File: src/design/clk_ratio_consts.svh
`ifndef CLK_RATIO_CONSTS_SVH
`define CLK_RATIO_CONSTS_SVH

// Register byte offsets
`define CR_REG_STATUS 8'h00
`define CR_REG_RATIO 8'h04
`define CR_REG_DDRDIV 8'h08

// Status register field positions
`define CR_ST_VALID 0
`define CR_ST_ERROR 1
`define CR_ST_SYNC 2
`define CR_ST_PCI_ASYNC 3
`define CR_ST_HALF 4
`define CR_ST_LOCK 5
`define CR_ST_PLAT_LSB 8
`define CR_ST_CORE_LSB 12
`define CR_ST_DDR_LSB 16

// Ratio register field positions
`define CR_RT_PLAT_LSB 0
`define CR_RT_CORE_LSB 8
`define CR_RT_DDR_LSB 16

// Divide control register field positions
`define CR_DV_HALF 0
`define CR_DV_LOCK 1

// Reset values
`define CR_RST_HALF 1'b0
`define CR_RST_WORD 32'h0000_0000

// Strap code meaning synchronous DDR mode
`define CR_DDR_SYNC_CODE 3'h7

// Timing: strap settle time after reset release, and clock rate
`define CR_STRAP_SETTLE_NS 100
`define CR_CLK_MHZ 100

`endif

File: src/design/clk_ratio_pkg.sv
package clk_ratio_pkg;

  // Power-up sequencer states, one-hot
  typedef enum logic [1:0] {
    ST_SETTLE = 2'b01,
    ST_RUN = 2'b10
  } cr_state_t;

  // Whole state of the ratio block
  typedef struct packed {
    cr_state_t st;
    logic [7:0] cnt;
    logic [3:0] plat_code;
    logic [2:0] core_code;
    logic [2:0] ddr_code;
    logic pci_async;
    logic valid;
    logic [3:0] plat_mult;
    logic [3:0] core_halves;
    logic [3:0] ddr_mult;
    logic sync;
    logic err;
    logic half;
    logic lock;
    logic memclk;
    logic phase;
    logic ack;
    logic [31:0] rdata;
  } cr_regs_t;

endpackage

File: src/design/strap_sync.sv
`timescale 1ns/1ps
// Two-stage synchroniser for board strap levels
module strap_sync #(
  parameter int W = 12
) (
  input wire logic CLK,
  input wire logic RST,
  input wire logic [W-1:0] D,
  output logic [W-1:0] Q
);

  // Stage one feeds stage two only
  typedef struct packed {
    logic [W-1:0] s1;
    logic [W-1:0] s2;
  } sync_t;

  sync_t s;
  sync_t next_s;

  // Refuse an empty vector
  if (W < 1) begin : g_chk
    $error("strap_sync width must be at least one");
  end

  // Shift the pins through both stages
  always_comb begin
    next_s.s1 = D;
    next_s.s2 = s.s1;
  end

  // Constant reset, clocked
  always_ff @(posedge CLK) begin
    if (RST) begin
      s <= '0;
    end else begin
      s <= next_s;
    end
  end

  assign Q = s.s2;

endmodule

File: src/design/clk_ratio_cfg.sv
// Added by the designer: the placing of the registers and register access over Wishbone.
`timescale 1ns/1ps
`include "clk_ratio_consts.svh"
module clk_ratio_cfg #(
  parameter int STRAP_SETTLE_NS = `CR_STRAP_SETTLE_NS,
  parameter int CLK_MHZ = `CR_CLK_MHZ
) (
  input wire logic CLK,
  input wire logic RST,
  // Board straps, sampled after reset release
  input wire logic [3:0] PLATFORM_RATIO_STRAP,
  input wire logic CORE_RATIO_STRAP_BIT0,
  input wire logic CORE_RATIO_STRAP_BIT1,
  input wire logic CORE_RATIO_STRAP_BIT2,
  input wire logic [1:0] TIMESTAMP_TRIGGER_PINS,
  input wire logic TIMESTAMP_CLOCK_PIN,
  input wire logic PCI_ASYNC_STRAP,
  // From the DDR controller, same clock
  input wire logic DDR_CTRL_INIT_DONE,
  // Wishbone classic slave
  input wire logic CYC_I,
  input wire logic STB_I,
  input wire logic WE_I,
  input wire logic [7:0] ADR_I,
  input wire logic [3:0] SEL_I,
  input wire logic [31:0] DAT_I,
  output logic [31:0] DAT_O,
  output logic ACK_O,
  // Clock configuration results
  output logic CONFIG_VALID,
  output logic CONFIG_ERROR,
  output logic [3:0] PLATFORM_MULT,
  output logic [3:0] CORE_RATIO_HALVES,
  output logic [3:0] DDR_MULT,
  output logic DDR_SYNC_MODE,
  output logic MEM_CLK_FROM_DDR_PLL,
  output logic DDR_PLL_ENABLE,
  output logic DDR_HALF_RATE,
  output logic PCI_CLK_FROM_PCI_PIN,
  output logic [5:0] MEM_BUS_CLOCK
);

  // Settle time as whole cycles, rounded up
  localparam int SETTLE_CYC = (STRAP_SETTLE_NS * CLK_MHZ + 999) / 1000;
  // Latest edge after release at which the result must show
  localparam int AST_VALID_MAX = SETTLE_CYC + 2;
  // Strap vector width through the synchroniser: 4 + 3 + 3 + 1 pins
  localparam int SW = 11;

  // Counter is eight bits, synchroniser needs two cycles
  if (SETTLE_CYC < 3 || SETTLE_CYC > 255) begin : g_chk
    $error("clk_ratio_cfg settle count out of range");
  end

  clk_ratio_pkg::cr_regs_t s;      // Registered state
  clk_ratio_pkg::cr_regs_t next_s; // Next state
  logic [SW-1:0] pins;             // Raw strap pins
  logic [SW-1:0] pins_q;           // Synchronised straps
  logic [3:0] plat_now;            // Synchronised platform code
  logic [2:0] core_now;            // Synchronised core code
  logic [2:0] ddr_now;             // Synchronised DDR code
  logic bus_req;                   // New bus request this cycle
  logic [31:0] status_word;        // Status read view
  logic [31:0] ratio_word;         // Ratio read view
  logic [31:0] div_word;           // Divide control read view

  // Platform code: first pin is the most significant bit
  function automatic logic [3:0] plat_decode(input logic [3:0] c);
    logic [3:0] r;
    r = 4'h0;
    case (c)
      4'h3: r = 4'h3;
      4'h4: r = 4'h4;
      4'h5: r = 4'h5;
      4'h6: r = 4'h6;
      4'h8: r = 4'h8;
      4'h9: r = 4'h9;
      4'hA: r = 4'hA;
      4'hC: r = 4'hC;
      default: r = 4'h0;
    endcase
    return r;
  endfunction

  // Core ratio in halves, zero for the reserved code
  function automatic logic [3:0] core_decode(input logic [2:0] c);
    logic [3:0] r;
    r = 4'h0;
    case (c)
      3'h0: r = 4'h8;
      3'h1: r = 4'h9;
      3'h3: r = 4'h3;
      3'h4: r = 4'h4;
      3'h5: r = 4'h5;
      3'h6: r = 4'h6;
      3'h7: r = 4'h7;
      default: r = 4'h0;
    endcase
    return r;
  endfunction

  // DDR multiplier, zero for reserved and synchronous codes
  function automatic logic [3:0] ddr_decode(input logic [2:0] c);
    logic [3:0] r;
    r = 4'h0;
    case (c)
      3'h0: r = 4'h3;
      3'h1: r = 4'h4;
      3'h2: r = 4'h6;
      3'h3: r = 4'h8;
      3'h4: r = 4'hA;
      3'h5: r = 4'hC;
      default: r = 4'h0;
    endcase
    return r;
  endfunction

  // Straps pass two flops before anything reads them
  assign pins = {PLATFORM_RATIO_STRAP, CORE_RATIO_STRAP_BIT0, CORE_RATIO_STRAP_BIT1,
                 CORE_RATIO_STRAP_BIT2, TIMESTAMP_TRIGGER_PINS[1],
                 TIMESTAMP_TRIGGER_PINS[0], TIMESTAMP_CLOCK_PIN, PCI_ASYNC_STRAP};

  strap_sync #(
    .W(SW)
  ) u_sync (
    .CLK(CLK),
    .RST(RST),
    .D(pins),
    .Q(pins_q)
  );

  // Split the synchronised vector
  assign plat_now = pins_q[10:7];
  assign core_now = pins_q[6:4];
  assign ddr_now = pins_q[3:1];

  // Only a fresh request is served; ack drops the cycle after
  assign bus_req = CYC_I && STB_I && !s.ack;

  // Read views
  always_comb begin
    status_word = `CR_RST_WORD;
    status_word[`CR_ST_VALID] = s.valid;
    status_word[`CR_ST_ERROR] = s.err;
    status_word[`CR_ST_SYNC] = s.sync;
    status_word[`CR_ST_PCI_ASYNC] = s.pci_async;
    status_word[`CR_ST_HALF] = s.half;
    status_word[`CR_ST_LOCK] = s.lock;
    status_word[`CR_ST_PLAT_LSB +: 4] = s.plat_code;
    status_word[`CR_ST_CORE_LSB +: 3] = s.core_code;
    status_word[`CR_ST_DDR_LSB +: 3] = s.ddr_code;
    ratio_word = `CR_RST_WORD;
    ratio_word[`CR_RT_PLAT_LSB +: 4] = s.plat_mult;
    ratio_word[`CR_RT_CORE_LSB +: 4] = s.core_halves;
    ratio_word[`CR_RT_DDR_LSB +: 4] = s.ddr_mult;
    div_word = `CR_RST_WORD;
    div_word[`CR_DV_HALF] = s.half;
    div_word[`CR_DV_LOCK] = s.lock;
  end

  // Next state of the whole block
  always_comb begin
    next_s = s;
    // Sequencer: wait for straps to settle, then latch once
    case (s.st)
      clk_ratio_pkg::ST_SETTLE: begin
        next_s.cnt = s.cnt + 8'h01;
        if (s.cnt == 8'(SETTLE_CYC - 1)) begin
          next_s.st = clk_ratio_pkg::ST_RUN;
          next_s.plat_code = plat_now;
          next_s.core_code = core_now;
          next_s.ddr_code = ddr_now;
          next_s.pci_async = pins_q[0];
          next_s.plat_mult = plat_decode(plat_now);
          // Core ratio is against the one platform bus clock
          next_s.core_halves = core_decode(core_now);
          next_s.ddr_mult = ddr_decode(ddr_now);
          next_s.sync = (ddr_now == `CR_DDR_SYNC_CODE);
          // No default exists, so any reserved code is an error
          next_s.err = (plat_decode(plat_now) == 4'h0) ||
                       (core_decode(core_now) == 4'h0) ||
                       (ddr_now == 3'h6);
          next_s.valid = 1'b1;
        end
      end
      clk_ratio_pkg::ST_RUN: begin
        // Held until the next reset
        next_s.st = clk_ratio_pkg::ST_RUN;
      end
      default: begin
        // Illegal code, restart the power-up wait
        next_s.st = clk_ratio_pkg::ST_SETTLE;
        next_s.cnt = 8'h00;
        next_s.valid = 1'b0;
      end
    endcase

    // Divide setting freezes once the DDR controller is initialised
    next_s.lock = s.lock || DDR_CTRL_INIT_DONE;

    // Memory clock: only generated here in synchronous mode
    next_s.phase = 1'b0;
    next_s.memclk = 1'b0;
    if (s.valid && s.sync) begin
      next_s.phase = !s.phase;
      // Toggle each cycle gives half the platform rate
      if (!s.half || s.phase) begin
        next_s.memclk = !s.memclk;
      end else begin
        next_s.memclk = s.memclk;
      end
    end

    // Bus: answer every request after one cycle
    next_s.ack = bus_req;
    next_s.rdata = `CR_RST_WORD;
    if (bus_req) begin
      if (!WE_I) begin
        case (ADR_I)
          `CR_REG_STATUS: next_s.rdata = status_word;
          `CR_REG_RATIO: next_s.rdata = ratio_word;
          `CR_REG_DDRDIV: next_s.rdata = div_word;
          default: next_s.rdata = `CR_RST_WORD; // Unmapped reads zero
        endcase
      end else if (ADR_I == `CR_REG_DDRDIV && SEL_I[0] && !s.lock) begin
        next_s.half = DAT_I[`CR_DV_HALF];
      end
    end
  end

  // Register the state; reset takes constants only
  always_ff @(posedge CLK) begin
    if (RST) begin
      s <= '0;
      s.st <= clk_ratio_pkg::ST_SETTLE;
      s.half <= `CR_RST_HALF;
    end else begin
      s <= next_s;
    end
  end

  // Outputs
  assign DAT_O = s.rdata;
  assign ACK_O = s.ack;
  assign CONFIG_VALID = s.valid;
  assign CONFIG_ERROR = s.err;
  assign PLATFORM_MULT = s.plat_mult;
  assign CORE_RATIO_HALVES = s.core_halves;
  assign DDR_MULT = s.ddr_mult;
  assign DDR_SYNC_MODE = s.valid && s.sync;
  // Async mode hands the memory clock to the DDR loop
  assign MEM_CLK_FROM_DDR_PLL = s.valid && !s.sync;
  // Loop and its reference are only needed in async mode
  assign DDR_PLL_ENABLE = s.valid && !s.sync;
  assign DDR_HALF_RATE = s.half;
  // PCI source follows the strapped mode
  assign PCI_CLK_FROM_PCI_PIN = s.valid && s.pci_async;
  // All six memory clock pins carry the same phase
  assign MEM_BUS_CLOCK = {6{s.memclk}};
endmodule

File: config.mk
export PLATFORM = sky130hd
export DESIGN_NAME = clk_ratio_cfg
export DESIGN_NICKNAME = d
export VERILOG_FILES = /design/src/design/clk_ratio_pkg.sv /design/src/design/strap_sync.sv /design/src/design/clk_ratio_cfg.sv
export VERILOG_INCLUDE_DIRS = /design/src /design/src/design
export SDC_FILE = /design/constraint.sdc
export NUM_CORES = 1
export LEC_CHECK = 0
export ABC_AREA = 1
export BUFFER_PORTS_ARGS = -buffer_cell sky130_fd_sc_hd__buf_4
export CORE_AREA = 2 2 74 111
export DETAILED_ROUTE_END_ITERATION = 10
export DIE_AREA = 0 0 76 113
export GPL_ROUTABILITY_DRIVEN = 0
export MAX_ROUTING_LAYER = met4
export PLACE_DENSITY = 0.88
export SKIP_LAST_GASP = 1
export SYNTH_ARGS = -nofsm -noshare
export SYNTH_HDL_FRONTEND = slang
export SYNTH_SLANG_ARGS = --single-unit
File: constraint.sdc
create_clock -name CLK -period 1.7 [get_ports CLK]
set_input_delay 0.34 -clock CLK [delete_from_list [all_inputs] [get_ports CLK]]
set_output_delay 0.34 -clock CLK [all_outputs]
set_load 0.02 [all_outputs]
==> results.toml, run 1 <==
[logic_synthesis]
synth_ff_type = "dfxtp_1"
async_flop_share_pct = 0
synth_most_common_cell = "nand2_1"
synthTopCellsByCount = "nand2_1 (87), dfxtp_1 (84), nor2_1 (69), inv_1 (61), buf_4 (52)"
synth_cell_types = 34
ys_seq_area_share_pct = 44.3
synth_area_leader_cell = "dfxtp_1"
synth_top_area_share_pct = 44.3
syn_inst = 499
yosys-top-cells-area = "dfxtp_1 (44%), buf_4 (10%), nand2_1 (8.6%), nor2_1 (6.8%), inv_1 (6.0%)"
avgSynthCellArea_um2 = 7.61
ys_ff_latch = 84
ys_warn_count = 0
synth-edff-count = 0
mappedNetlistArea_um2 = 3800

[floorplan]
core_area_um2 = 7560
dieArea_um2 = 8590
num_rows = 39
start_util_pct = 50.2
ios = 119
die_w_um = 76
die_height_um = 113

[placed_design]
dp_hpwl_um = 5600
io_buffers = 69
place_inst = 626

[global_route]
grt_max_degree = 28
antenna_found_initial = 0
overflow = 0
grt_pass1_wl_um = 12600
track_usage_pct = 18.8
grt_pass1_vias = 3017

[clocking]
cts_buffers = 9
clk_pin_slew_ns = 0.06
cts_max_level = 3
cts.path.max_buffers = 2
postCtsSetupRepairBufs = 0
root_buffer = "clkbuf_16"
clock_latency_ns = 0.34
tritoncts = "done"
clock_sinks = 84
cts_hold_repair.buffers = 0

[critical_path]
arrival_ns = 1.78
crit_slowest_cell = "dfxtp_1"
startpoint_type = "flop"
cp-end-kind = "flop"
cp_max_fo = 13
crit_top_cell = "nand2_1"
worstSetupPathType = "flop to flop"
required_ns = 1.98
critPathBufInv = 1
max_stage_delay_ns = 0.40
cpLargestDelayFamily = "simple AND/OR/NAND/NOR gates"
crit_chain = "ha_1 -> nand2_1 -> nor2_2 -> nand3_2 -> buf_4 -> nand2_1 -> o21ai_0 -> nor2_1"

[pwr]
p_per_area_nw_per_um2 = 1040
p_leak_nw = 1.96
max-vdd-ir-drop_v = 0.000553

[run_status]
status = "complete, no violations"

[layout]
syn_to_final_growth_pct = 14.6
final_layout_size_suffix_gt1_share_pct = 23.9
fin_nets = 600
antenna_cells = 0
final_cells = 642

[routing]
viasPerCell = 4.73
drt-initial-drc-count = 190
dr.pass1.iters = 6
drtAntennaViolNets = 0
drt_wl_total_um = 7440
num_vias = 3039
wire_per_inst_um = 11.6
drc = 0

[sta]
finClkSkew_ns = 0.00912
finalCritPeriodShare_pct = 88.2
finalMaxSlewViolations = 0
rsz0062_at_grt = "no"
finalSetupViolCount = 0
setup_tns_ns = 0
period_needed_ns = 1.50
hold_violations = 0
fmax_mhz = 667

[job]
cap_violations = 0

[hold_path]
hold_path.class = "input port to flop"
==> final timing paths <==
kind	start	to	slack [ns]	depth (start not counted)
worst max-delay path	s[63]$_SDFFE_PP0P_	CORE_RATIO_HALVES[3]$_SDFFE_PP0P_	0.20	8
worst min-delay path	PCI_ASYNC_STRAP	u_sync.next_s[0]$_SDFF_PP0_	0.20	3
worst max register to register	s[63]$_SDFFE_PP0P_	CORE_RATIO_HALVES[3]$_SDFFE_PP0P_	0.20	8
worst min register to register	u_sync.next_s[4]$_SDFF_PP0_	u_sync.Q[4]$_SDFF_PP0_	0.40	2
==> worst register-to-register path, delay by kind of cell (launching register included) <==
kind            cells  cell delay (ns)
flops               1             0.40
buf+inv             1             0.23
simple gates        5             0.56
compound gates      1             0.07
fa+ha+maj           1             0.20
==> cell usage in the layout (no fill, tap or decap), types with 2 or more instances in the layout <==
master	netlist	layout
o21a_1	2	2
inv_2	4	4
ha_1	4	4
conb_1	1	15
a21oi_1	27	27
buf_4	52	76
nor3_1	14	13
nor3_2	2	3
nor2_4	2	2
nand3_1	30	30
nor2_1	69	69
nand2_2	5	5
clkbuf_8	0	2
dfxtp_1	84	84
nand3_2	8	8
nand2_1	87	87
clkinv_4	0	2
clkbuf_16	0	9
nor2_2	13	13
o21ai_0	10	10
inv_1	61	61
==> what timing repair did <==
| action | CTS | global route |
|---|---|---|
| resized for setup | 0 | 1 |
| setup endpoints to repair | 0 | 1 |
| hold endpoints to repair | 0 | 0 |
==> per-stage QoR <==
step / total power, W / util, % / area, um2 / hold WS, ns / worst slack (ns)
2_1_floorplan: 0.00259 / - / 3850 / 0.388 / 0.263
3_3_place_gp: 0.00267 / 53.7 / 4060 / 0.392 / 0.227
3_5_place_dp: 0.00272 / 53.7 / 4060 / 0.397 / 0.137
4_1_cts: 0.00454 / 57.5 / 4350 / 0.194 / 0.126
5_1_grt: 0.00473 / 57.6 / 4350 / 0.212 / 0.0550
6_report: 0.00451 / 57.6 / 4350 / 0.199 / 0.201
==> cell families (layout without fill, tap and decap cells) <==
group / after synthesis / in the layout / share of synthesized area, %
buffers and inverters: 131 / 158 / 19.4
and+or+nand+nor: 235 / 235 / 28.7
adders and majority gates: 4 / 4 / 1.32
DFF: 84 / 84 / 44.3
AOI/OAI and AO/OA: 44 / 44 / 6.26
other: 1 / 15 / 0.0987
==> registers in the layout (all words and copies together), names as in the netlist, named ones only <==
register           cells
u_sync.Q              11
ACK_O                  1
DDR_MULT               4
CORE_RATIO_HALVES      4
MEM_BUS_CLOCK          1
CONFIG_VALID           1
DAT_O                 17
PLATFORM_MULT          4
u_sync.next_s         11
div_word               1
DDR_HALF_RATE          1
s                     23
CONFIG_ERROR           1
==> per-layer routing <==
| metal | up-vias | wire, um | track usage [%] | share of wire, % |
|---|---|---|---|---|
| li1 | 1541 | - | - | - |
| met5 | - | 0 | - | 0 |
| met2 | 82 | 4040 | 34.9 | 54 |
| met4 | 0 | 318 | 12.4 | 4.3 |
| met3 | 24 | 345 | 4.55 | 4.6 |
| met1 | 1392 | 2740 | 16.7 | 37 |
==> layout make-up <==
class	count	area [um2]
clock buffer	12	256
tap	102	128
fill	664	3210
clock inverter	4	31.3
inverter	66	248
multi-input combinational	298	1440
sequential	84	1680
timing repair buffer	76	571
==> where the power goes <==
group	internal (W)	switching [W]	total, W
clock network	0.00108	0.000757	0.00183
logic	0.000192	0.000379	0.000572
registers	0.00204	0.0000606	0.00211
total	0.00331	0.00120	0.00451
No activity file was read; power rests on OpenSTA's default activity.
==> run 2: changes to the inputs <==
--- a/config.mk
+++ b/config.mk
@@ -7,7 +7,8 @@
 export NUM_CORES = 1
 export LEC_CHECK = 0
 export ABC_AREA = 1
-export BUFFER_PORTS_ARGS = -buffer_cell sky130_fd_sc_hd__buf_4
+export BUFFER_PORTS_ARGS = -buffer_cell sky130_fd_sc_hd__buf_2
+export CAP_MARGIN = 20
 export CORE_AREA = 2 2 74 111
 export DETAILED_ROUTE_END_ITERATION = 10
 export DIE_AREA = 0 0 76 113
==> run 2 against run 1 <==
  * Final area shrank 3.2%
  * Critical path type unchanged
  * Sequential share of layout area grew 1.3 points
  * Largest power group unchanged
  * Critical endpoint is now s[69]$_SDFFE_PP0P_
  * Largest cell class unchanged
  * Setup slack got worse by 0.036 ns
  * Wire length shrank 0.47%
  * Critical path depth unchanged
==> results.toml, run 2 (same netlist as run 1, synthesis figures left out) <==
[pwr]
max-vdd-ir-drop_v = 0.000650
p_leak_nw = 1.95
p_per_area_nw_per_um2 = 1120

[hold_path]
min_path_cells = 3
hold_path.class = "input port to flop"

[sta]
finalMaxSlewViolations = 0
finalWorstSetupSlack_ns = 0.165
fmax_mhz = 652
finClkSkew_ns = 0.00594
finalCritPeriodShare_pct = 90.3
hold_violations = 0
setup_tns_ns = 0
finalSetupViolCount = 0
period_needed_ns = 1.53

[placed_design]
dp_slack_ns = 0.114
io_buffers = 69
place_inst = 626
dp_hpwl_um = 5370
placed_area_um2 = 3890

[critical_path]
cp-end-kind = "flop"
worstSetupPathType = "flop to flop"
cp_max_fo = 9
startpoint_type = "flop"
required_ns = 1.94
critPathBufInv = 2
rr_worst_depth = 8
arrival_ns = 1.77
cpLargestDelayFamily = "simple AND/OR/NAND/NOR gates"
crit_chain = "inv_1 -> ha_1 -> clkinv_1 -> nand3_1 -> nor3_2 -> nand3_1 -> nand2_1 -> nor2_1"
max_stage_delay_ns = 0.35
worst-path-stages = 8
crit_slowest_cell = "dfxtp_1"
crit_top_cell = "nand3_1"

[floorplan]
core_area_um2 = 7560
start_util_pct = 50.2
num_rows = 39
die_w_um = 76
die_height_um = 113
dieArea_um2 = 8590
ios = 119

[layout]
fin_nets = 600
final_cells = 642
antenna_cells = 0
syn_to_final_growth_pct = 10.9
top_register = "s"
layout_common_cells = "nand2_1 (87), dfxtp_1 (84), nor2_1 (69), buf_2 (69), inv_1 (61)"
final_area_um2 = 4210
largest_reg_flops = 23
fillerInstances = 673
final_layout_size_suffix_gt1_share_pct = 24.1
utilization_pct = 55.7
layout_commonest_cell = "nand2_1"

[clocking]
cts_hold_repair.buffers = 0
cts_max_level = 3
clock_sinks = 84
clk_pin_slew_ns = 0.06
cts.path.max_buffers = 2
cts_buffers = 9
tritoncts = "done"
clock_latency_ns = 0.34
root_buffer = "clkbuf_16"
postCtsSetupRepairBufs = 0

[global_route]
antenna_found_initial = 0
grt_pass1_vias = 3040
grt_pass1_wl_um = 12400
overflow = 0
track_usage_pct = 18.5
grt_max_degree = 24

[routing]
drtAntennaViolNets = 0
viasPerCell = 4.71
wire_per_inst_um = 11.5
drt_wl_total_um = 7400
drc = 0
drt-initial-drc-count = 244
dr.pass1.iters = 4
num_vias = 3025

[run_status]
status = "complete, no violations"

[job]
cap_violations = 0
run 2: power by group:
part           total, W  internal (W)  switching, W
sequential      0.00211       0.00205     0.0000627
combinational  0.000563      0.000174      0.000390
clock           0.00203       0.00126      0.000764
total           0.00470       0.00348       0.00122
run 2: final timing paths:
| check | from | end | slack, ns |
|---|---|---|---|
| hold reg to reg | u_sync.next_s[2]$_SDFF_PP0_ | u_sync.Q[2]$_SDFF_PP0_ | 0.40 |
| hold / removal | PLATFORM_RATIO_STRAP[3] | u_sync.next_s[10]$_SDFF_PP0_ | 0.20 |
| setup reg to reg | s[71]$_SDFFE_PP1N_ | s[69]$_SDFFE_PP0P_ | 0.17 |
| setup / recovery | s[71]$_SDFFE_PP1N_ | s[69]$_SDFFE_PP0P_ | 0.17 |
run 2: final cells by class:
cell class	count	area, um2	area share [%]
flip-flops and latches	84	1680	39.9
inverters	66	248	5.88
multi-input cells	298	1440	34.1
well taps	102	128	3.03
repair buffers	76	398	9.44
clock buffers	12	267	6.32
clock inverters	4	55.1	1.31
run 2: per-layer routing:
layer  global-route usage (%)  share of wire (%)  up-vias
met3                     4.70                4.5       30
met1                     16.5                 38     1365
met4                     14.1                4.2        0
met2                     33.3                 53       88
met5                        -                  0        -
li1                         -                  -     1542
run 2: worst reg2reg max path: cells and delay by family, from the launching register on:
kind | cells | cell delay, ns
simple gates | 5 | 0.60
buf+inv | 2 | 0.23
flops | 1 | 0.35
fa+ha+maj | 1 | 0.25
run 2: repair_timing:
action,in CTS,in global routing
hold endpoints to repair,0,0
setup endpoints to repair,0,1
resized for setup,0,1
run 2: stage by stage:
step	hold WS (ns)	total power (W)
floorplan	0.388	0.00259
global placement	0.395	0.00266
detailed placement	0.395	0.00269
CTS	0.197	0.00471
global route	0.212	0.00489
finish	0.201	0.00470
